`config.mk`:
```
export PLATFORM = sky130hd
export DESIGN_NAME = ddp_host_flat
export DESIGN_NICKNAME = d
export VERILOG_FILES = /design/src/logic/ddp_pkg.sv /design/src/logic/ddp_link_if.sv /design/src/logic/ddp_host.sv /design/src/flat_wrapper.sv
export SDC_FILE = /design/constraint.sdc
export NUM_CORES = 1
export LEC_CHECK = 0
export ABC_CLOCK_PERIOD_IN_PS = 5950
export BUFFER_PORTS_ARGS = -buffer_cell sky130_fd_sc_hd__buf_2
export CAP_MARGIN = 20
export CORE_MARGIN = 8
export CORE_UTILIZATION = 50
export CTS_BUF_LIST = sky130_fd_sc_hd__clkbuf_16
export CTS_CLUSTER_SIZE = 16
export DETAILED_ROUTE_END_ITERATION = 12
export GPL_TIMING_DRIVEN = 1
export MAX_ROUTING_LAYER = met4
export PLACE_DENSITY_LB_ADDON = 0.08
export SYNTH_ARGS = -nofsm -noshare
export SYNTH_HDL_FRONTEND = slang
export SYNTH_HIERARCHICAL = 1
export SYNTH_SLANG_ARGS = --single-unit
```
`constraint.sdc`:
```
create_clock -name SYS_CLK_I -period 5.95 [get_ports SYS_CLK_I]
set_input_delay 0.595 -clock SYS_CLK_I [delete_from_list [all_inputs] [get_ports SYS_CLK_I]]
set_output_delay 0.595 -clock SYS_CLK_I [all_outputs]
set_load 0.1 [all_outputs]
```
`src/logic/ddp_pkg.sv`:
```
package ddp_pkg;

    // Word format
    localparam int          DATA_W     = 12;
    localparam logic [11:0] MSB_MASK   = 12'h800;
    localparam int          CH_I       = 0;
    localparam int          CH_Q       = 1;

    // Pipeline and link timing
    localparam int          LAT_CYC    = 4;
    localparam int          SYS_MHZ    = 100;
    localparam int          LAG_MIN_NS = 2;
    localparam int          LAG_MIN_CYC =
        (LAG_MIN_NS * SYS_MHZ + 999) / 1000;
    localparam int          HALF_CYC   = 4;
    localparam int          IQRST_CYC  = 8;
    localparam int          FIFO_DEPTH = 32;

    // Mode pin and select levels
    localparam logic        MODE_IQ    = 1'b0;
    localparam logic        MODE_DUAL  = 1'b1;
    localparam logic        SEL_I      = 1'b1;

    // Bit positions in the sampled pin vector
    localparam int          PIN_WR_A   = 0;
    localparam int          PIN_WR_B   = 1;
    localparam int          PIN_CLK_A  = 2;
    localparam int          PIN_CLK_B  = 3;
    localparam int          PIN_RST    = 4;
    localparam int          PIN_MODE   = 5;
    localparam int          PIN_BUS_A  = 6;
    localparam int          PIN_BUS_B  = 6 + DATA_W;
    localparam int          PIN_W      = 6 + 2 * DATA_W;

endpackage : ddp_pkg

```
`src/logic/ddp_link_if.sv`:
```
`timescale 1ns/1ps
interface ddp_link_if;
    import ddp_pkg::*;

    logic [DATA_W-1:0] bus_a;
    logic [DATA_W-1:0] bus_b;
    logic              write_strobe_chan_a;
    logic              write_strobe_chan_b;
    logic              update_clock_chan_a;
    logic              update_clock_chan_b;
    logic              interleave_reset;
    logic              mode_sel;

    modport host (
        output bus_a,
        output bus_b,
        output write_strobe_chan_a,
        output write_strobe_chan_b,
        output update_clock_chan_a,
        output update_clock_chan_b,
        output interleave_reset,
        output mode_sel
    );

    modport dev (
        input  bus_a,
        input  bus_b,
        input  write_strobe_chan_a,
        input  write_strobe_chan_b,
        input  update_clock_chan_a,
        input  update_clock_chan_b,
        input  interleave_reset,
        input  mode_sel
    );

endinterface : ddp_link_if

```
`src/logic/ddp_host.sv`:
```
`timescale 1ns/1ps
module ddp_fifo #(
    parameter int W     = 24,
    parameter int DEPTH = 32
) (
    input  wire logic          clk_i,
    input  wire logic          arst_n_i,
    input  wire logic [W-1:0]  in_data_i,
    input  wire logic          in_valid_i,
    output logic               in_ready_o,
    output logic [W-1:0]       out_data_o,
    output logic               out_valid_o,
    input  wire logic          out_ready_i
);

    if (DEPTH < 2 || W < 1) begin : g_chk
        $error("ddp_fifo: DEPTH must be 2 or more");
    end

    localparam int AW = $clog2(DEPTH);

    typedef struct packed {
        logic [DEPTH-1:0][W-1:0] mem;
        logic [AW-1:0]           wp;
        logic [AW-1:0]           rp;
        logic [AW:0]             cnt;
    } ddp_fifo_st_t;

    ddp_fifo_st_t r_q;
    ddp_fifo_st_t r_d;
    logic         push;
    logic         pop;

    // Count is honest; full blocks the writer
    assign in_ready_o  = (r_q.cnt != (AW+1)'(DEPTH));
    assign out_valid_o = (r_q.cnt != '0);
    assign out_data_o  = r_q.mem[r_q.rp];
    assign push        = in_valid_i & in_ready_o;
    assign pop         = out_ready_i & out_valid_o;

    // Pointer wrap works for any depth
    always_comb begin
        r_d = r_q;
        if (push) begin
            r_d.mem[r_q.wp] = in_data_i;
            r_d.wp = (r_q.wp == AW'(DEPTH-1)) ? '0 : r_q.wp + 1'b1;
        end
        if (pop) begin
            r_d.rp = (r_q.rp == AW'(DEPTH-1)) ? '0 : r_q.rp + 1'b1;
        end
        r_d.cnt = r_q.cnt + (AW+1)'(push) - (AW+1)'(pop);
    end

    always_ff @(posedge clk_i or negedge arst_n_i) begin
        if (!arst_n_i) begin
            r_q <= '0;
        end else begin
            r_q <= r_d;
        end
    end

endmodule : ddp_fifo

module ddp_host
    import ddp_pkg::*;
#(
    parameter int HALF  = HALF_CYC,
    parameter int DEPTH = FIFO_DEPTH
) (
    input  wire logic                SYS_CLK_I,
    input  wire logic                ARST_N_I,
    input  wire logic                MODE_I,
    input  wire logic                RESYNC_I,
    input  wire logic [2*DATA_W-1:0] PAIR_I,
    input  wire logic                PAIR_VALID_I,
    output logic                     PAIR_READY_O,
    ddp_link_if.host                 LINK
);

    if (HALF < 1 || HALF > 255) begin : g_chk
        $error("ddp_host: HALF must lie in 1..255");
    end

    typedef enum logic [1:0] {
        ST_SYNC = 2'b01,
        ST_RUN  = 2'b10
    } ddp_hst_t;

    typedef struct packed {
        ddp_hst_t          st;
        logic [7:0]        ph;
        logic [7:0]        rcnt;
        logic              wr;
        logic              rst;
        logic              mode;
        logic              slot_q;
        logic [DATA_W-1:0] bus_a;
        logic [DATA_W-1:0] bus_b;
        logic [DATA_W-1:0] hold_i;
        logic [DATA_W-1:0] hold_q;
    } ddp_host_st_t;

    localparam ddp_host_st_t ST_RST =
        '{st: ST_SYNC, rst: 1'b1, default: '0};

    ddp_host_st_t        r_q;
    ddp_host_st_t        r_d;
    logic [2*DATA_W-1:0] f_data;
    logic                f_valid;
    logic                f_pop;

    // Buffer absorbs bursts; full stalls the user side
    ddp_fifo #(
        .W     (2*DATA_W),
        .DEPTH (DEPTH)
    ) u_fifo (
        .clk_i       (SYS_CLK_I),
        .arst_n_i    (ARST_N_I),
        .in_data_i   (PAIR_I),
        .in_valid_i  (PAIR_VALID_I),
        .in_ready_o  (PAIR_READY_O),
        .out_data_o  (f_data),
        .out_valid_o (f_valid),
        .out_ready_i (f_pop)
    );

    always_comb begin
        logic present;
        present = 1'b0;
        f_pop   = 1'b0;
        r_d     = r_q;
        case (r_q.st)
            ST_SYNC: begin
                // Strobes parked low while pairing is re-fixed
                r_d.wr  = 1'b0;
                r_d.rst = 1'b1;
                r_d.mode = MODE_I;
                // Slot cleared early so the first word out is I
                r_d.slot_q = 1'b0;
                r_d.rcnt = r_q.rcnt + 8'h01;
                if (r_q.rcnt == 8'(IQRST_CYC - 1)) begin
                    r_d.st     = ST_RUN;
                    r_d.rst    = 1'b0;
                    r_d.rcnt   = '0;
                    r_d.ph     = '0;
                    r_d.slot_q = 1'b0;
                    present    = 1'b1;
                end
            end
            ST_RUN: begin
                // Symmetric duty cycle
                if (r_q.ph == 8'(HALF - 1)) begin
                    r_d.ph = '0;
                    r_d.wr = ~r_q.wr;
                    present = r_q.wr;
                end else begin
                    r_d.ph = r_q.ph + 8'h01;
                end
                if (RESYNC_I) begin
                    r_d.st   = ST_SYNC;
                    r_d.rcnt = '0;
                end
            end
            default: begin
                r_d = ST_RST;
            end
        endcase

        // New word set half a period ahead of the write rise
        if (present) begin
            if (r_q.mode == MODE_DUAL || !r_q.slot_q) begin
                if (f_valid) begin
                    f_pop    = 1'b1;
                    r_d.bus_a  = f_data[DATA_W-1:0];
                    r_d.hold_i = f_data[DATA_W-1:0];
                    r_d.hold_q = f_data[2*DATA_W-1:DATA_W];
                    r_d.bus_b  = f_data[2*DATA_W-1:DATA_W];
                end else begin
                    // Underrun repeats the whole last pair, not Q twice
                    r_d.bus_a = r_q.hold_i;
                    r_d.bus_b = r_q.hold_q;
                end
            end else begin
                r_d.bus_a = r_q.hold_q;
            end
            // In IQ mode I then Q alternate at the write rate; dual mode keeps the slot at I
            r_d.slot_q = (r_q.mode == MODE_DUAL) ? 1'b0 : ~r_q.slot_q;
        end
    end

    always_ff @(posedge SYS_CLK_I or negedge ARST_N_I) begin
        if (!ARST_N_I) begin
            r_q <= ST_RST;
        end else begin
            r_q <= r_d;
        end
    end

    // Strobe and clock tied: one period, zero skew
    assign LINK.write_strobe_chan_a = r_q.wr;
    assign LINK.write_strobe_chan_b = r_q.wr;
    assign LINK.update_clock_chan_a = r_q.wr;
    assign LINK.update_clock_chan_b = r_q.wr;
    assign LINK.interleave_reset    = r_q.rst;
    assign LINK.mode_sel            = r_q.mode;
    assign LINK.bus_a               = r_q.bus_a;
    assign LINK.bus_b               = r_q.bus_b;

endmodule : ddp_host

```
`src/flat_wrapper.sv`:
```
// flat-port wrapper written by rule: the top's interface ports become plain ports
module ddp_host_flat import ddp_pkg::*;
#(
    parameter int HALF  = HALF_CYC,
    parameter int DEPTH = FIFO_DEPTH
)
  (SYS_CLK_I, ARST_N_I, MODE_I, RESYNC_I, PAIR_I, PAIR_VALID_I, PAIR_READY_O, LINK_bus_a, LINK_bus_b, LINK_write_strobe_chan_a, LINK_write_strobe_chan_b, LINK_update_clock_chan_a, LINK_update_clock_chan_b, LINK_interleave_reset, LINK_mode_sel);
  ddp_link_if LINK_i ();
  input  wire logic SYS_CLK_I;
  input  wire logic ARST_N_I;
  input  wire logic MODE_I;
  input  wire logic RESYNC_I;
  input  wire logic [2*DATA_W-1:0] PAIR_I;
  input  wire logic PAIR_VALID_I;
  output logic PAIR_READY_O;
  output wire logic [$bits(LINK_i.bus_a)-1:0] LINK_bus_a;
  output wire logic [$bits(LINK_i.bus_b)-1:0] LINK_bus_b;
  output wire logic [$bits(LINK_i.write_strobe_chan_a)-1:0] LINK_write_strobe_chan_a;
  output wire logic [$bits(LINK_i.write_strobe_chan_b)-1:0] LINK_write_strobe_chan_b;
  output wire logic [$bits(LINK_i.update_clock_chan_a)-1:0] LINK_update_clock_chan_a;
  output wire logic [$bits(LINK_i.update_clock_chan_b)-1:0] LINK_update_clock_chan_b;
  output wire logic [$bits(LINK_i.interleave_reset)-1:0] LINK_interleave_reset;
  output wire logic [$bits(LINK_i.mode_sel)-1:0] LINK_mode_sel;
  assign LINK_bus_a = LINK_i.bus_a;
  assign LINK_bus_b = LINK_i.bus_b;
  assign LINK_write_strobe_chan_a = LINK_i.write_strobe_chan_a;
  assign LINK_write_strobe_chan_b = LINK_i.write_strobe_chan_b;
  assign LINK_update_clock_chan_a = LINK_i.update_clock_chan_a;
  assign LINK_update_clock_chan_b = LINK_i.update_clock_chan_b;
  assign LINK_interleave_reset = LINK_i.interleave_reset;
  assign LINK_mode_sel = LINK_i.mode_sel;
  ddp_host #(.HALF(HALF), .DEPTH(DEPTH)) u_core (.SYS_CLK_I(SYS_CLK_I), .ARST_N_I(ARST_N_I), .MODE_I(MODE_I), .RESYNC_I(RESYNC_I), .PAIR_I(PAIR_I), .PAIR_VALID_I(PAIR_VALID_I), .PAIR_READY_O(PAIR_READY_O), .LINK(LINK_i));
endmodule
```
==> run_results.csv <==
group,metric,value,unit
status,outcome,"complete, but fails checks",
status,violations,"hold timing",
power,p_leak,0.0202,uW
yosys,synth_compound_area_share,4.64,%
detailed_routing,dr.first_iter.drc_count,1602,
setup_path,reg2reg_depth,13,
sta,period_share,73.6,%
sta,slew_violations,0,
yosys,synth_nets,2782,
final_layout,synthToLayoutAreaGrowth,8.48,%
global_routing,grt_pass1_wl,155,mm
power,power_density,543,nW/um^2
global_routing,grt.busiest_layer,"met2",
power,vdd_ir_drop_max,0.283,mV
final_layout,fillers,6493,
detailed_routing,final_antenna_net_count,0,
yosys,synthMuxAreaShare,33.7,%
cts,cts_tree,"done",
yosys,seq_area_frac_synth,53.2,%
final_layout,final_nets,2692,
power,finalPower,23600,uW
yosys,syn_inst,2732,
setup_path,path_cells,"nand2b_1 -> nand4_1 -> buf_4 -> a21oi_1 -> nand2_1 -> inv_1 -> ha_1 -> inv_1 -> ha_1 -> a21o_1 -> a21oi_1 -> nor4b_1 -> a2111oi_0",
floorplanning,rows,104,
sta,worst_slew_pin_slew,1.15,ns
floorplanning,start_util,50.2,%
global_routing,grt_use_total,23.0,%
cts,cts-root-buf,"clkbuf_16",
cts,clkSlewWorstSetupHoldPaths,0.06,ns
detailed_routing,firstDrtPassIters,5,
floorplanning,io_pins,60,
yosys,synth_xor_area_share,0.153,%
yosys,yosys.area_share.simple,3.31,%
place,dp_hpwl,58.1,mm
sta,hold_viol,4,
global_routing,met1_usage,32.3,%
setup_path,cp_max_fo,25,
setup_path,cpMaxStageDelayCell,"nand2b_1",
cts,clk_latency,0.64,ns
cts,cts_setup_buffers,0,
yosys,synthesis.area,40200,sq um
final_layout,layout_common_cells,"849 x dfrtp_1, 782 x mux2_2, 144 x mux2i_1, 144 x mux4_2, 96 x clkbuf_16",
setup_path,r2r_start,"u_core/LINK.mode_sel$_DFFE_PN0P_",
yosys,synthTopCellsByArea,"dfrtp_1 53%, mux2_2 22%, mux4_2 8.1%, mux2i_1 3.6%, buf_4 1.6%",
place,gp_congestion,0.790,
cts,cts_sinks,854,
place,port_buffers,59,
yosys,ys.warnings.count,6,
cts,cts_buffer_depth,3,
yosys,ys.flop_type,"dfrtp_1",
setup_path,reg2reg_to,"u_core/u_fifo/r_q[5]$_DFF_PN0_",
global_routing,grt_use_met3,3.23,%
sta,final.setup_skew,0.0198,ns
sta,setup_violations,0,
yosys,yosysUniqueCellTypes,67,
detailed_routing,drc,0,
global_routing,grt_max_degree,172,
global_routing,grt_use_met2,35.6,%
setup_path,r2r_setup_slack,1.57,ns
yosys,ys_ff_latch,854,
setup_path,cp_slowest_stage_delay,0.84,ns
yosys,synth_top_area_share,53.1,%
detailed_routing,vias,22914,
sta,clock.fmax,228,MHz
floorplanning,core_area,80000,sq um
setup_path,start_kind,"flip-flop",
floorplanning,die_x,299,um
sta,post-route-min-period,4.38,ns
floorplanning,dieArea,89700,sq um
setup_path,crit_arrival,4.87,ns
yosys,synth_top_family_by_area,"multiplexers",
yosys,syn_avg_cell_area,14.7,sq um
setup_path,crit_required,6.44,ns
final_layout,final_common_cell,"dfrtp_1",
yosys,yosysTopAreaCell,"dfrtp_1",
cts,cts_resized,0,
setup_path,crit_type,"flip-flop to flip-flop",
sta,max_slew_margin,23.2,%
global_routing,grt_antenna_before_repair,3,
cts,cts_hold_buf,0,
job,drv_cap,0,
global_routing,grt_pass1_vias,24589,
final_layout,drive_gt1_share,44.7,%
detailed_routing,post_drt_wl_per_cell,26.4,um
yosys,synthArstFlopShare,100,%
sta,whs,-0.0178,ns
cts,cts_buffers,94,
hold_path,hold_class,"input pin to async pin",
cts,cts_max_level,3,
sta,rsz0062_at_grt,"no",
yosys,synth-edff-count,0,
sta,setup-tns-final,0,ns
yosys,synth_fa_ha_area_share,0.673,%
setup_path,cp-end-kind,"flip-flop",
detailed_routing,via_per_inst,6.05,
global_routing,grt.overflow.total,0,
detailed_routing,routed_wl,99.8,mm
floorplanning,chipHeight,299,um
power breakdown:
part	switching (uW)	internal [uW]
clock	2360	3260
sequential	1440	8250
combinational	3970	4350
through the flow:
step	setup slack, ns	area, sq um	utilization, %	hold slack (ns)	cells
6_report	1.57	43600	54.4	-0.0178	3785
5_1_grt	1.33	43600	54.4	0.0853	3782
4_1_cts	1.71	43600	54.4	0.0708	3781
3_5_place_dp	1.72	40600	50.7	0.487	3606
3_3_place_gp	1.96	40600	50.7	0.471	3606
2_1_floorplan	2.48	40200	-	0.299	2732
kinds of logic after synthesis:
kind of cell / after synthesis
AO/OA/AOI/OAI: 267
XOR/XNOR: 7
adder cells (fa/ha/maj): 21
buffers and inverters: 301
flip-flops: 854
multiplexers: 1073
AND/OR/NAND/NOR: 209
worst max path at each step:
stage	start	endpoint	slack (ns)	cells after the start
floorplan	u_core/LINK.mode_sel$_DFFE_PN0P_	u_core/u_fifo/r_q[5]$_DFF_PN0_	2.48	14
global placement	u_core/LINK.mode_sel$_DFFE_PN0P_	u_core/u_fifo/r_q[5]$_DFF_PN0_	1.96	13
detailed placement	u_core/LINK.mode_sel$_DFFE_PN0P_	u_core/u_fifo/r_q[5]$_DFF_PN0_	1.72	13
CTS	u_core/LINK.mode_sel$_DFFE_PN0P_	u_core/u_fifo/r_q[5]$_DFF_PN0_	1.71	13
global route	u_core/LINK.mode_sel$_DFFE_PN0P_	u_core/u_fifo/r_q[5]$_DFF_PN0_	1.33	13
finish	u_core/LINK.mode_sel$_DFFE_PN0P_	u_core/u_fifo/r_q[5]$_DFF_PN0_	1.57	13
synth_stat cells, types with 6 or more instances:
master	number
a22o_1	28
ha_1	20
mux2i_1	144
nand2_2	24
clkbuf_1	130
nand2_1	21
o221ai_1	48
or2b_1	31
nand4_1	6
and3_1	8
a211oi_1	25
buf_4	84
inv_1	20
buf_2	33
dfrtp_1	852
a21o_1	26
nor2_1	15
mux4_2	144
a21oi_1	77
a22oi_1	23
buf_6	30
nor2b_1	11
mux2_2	782
nand2b_1	17
nand3_1	36
nor3_1	6
o21ai_0	18
or2b_2	9
registers in the layout, indices dropped and copies added (netlist names):
name                             count
u_core/u_fifo/r_q                  784
u_core/r_q                          43
u_core/LINK.bus_a                   12
u_core/LINK.bus_b                   12
u_core/LINK.interleave_reset         1
u_core/LINK.mode_sel                 1
u_core/LINK.update_clock_chan_a      1
per-layer routing:
metal	wire length, um	share of wire, %
met1	46400	47
met4	1880	1.9
met3	4570	4.6
met2	46900	47
met5	0	0
layout make-up:
type,instances,area [sq um],area share (%)
inverter,21,78.8,0.181
timing repair buffer,94,681,1.56
clock inverter,79,573,1.32
antenna,4,10.0,0.0230
sequential,854,21400,49.1
tap,1060,1330,3.04
multi-input combinational,1577,17100,39.3
clock buffer,96,2400,5.51
worst max-delay path, delay by kind of cell, from the launching register on:
family                   cells  cell delay, ns
AND/OR/NAND/NOR              4            1.45
AO/OA/AOI/OAI                4            1.39
buffers and inverters        3            0.54
adder cells (fa/ha/maj)      2            0.47
flip-flops                   1            0.39
No activity file was read; power rests on OpenSTA's default activity.
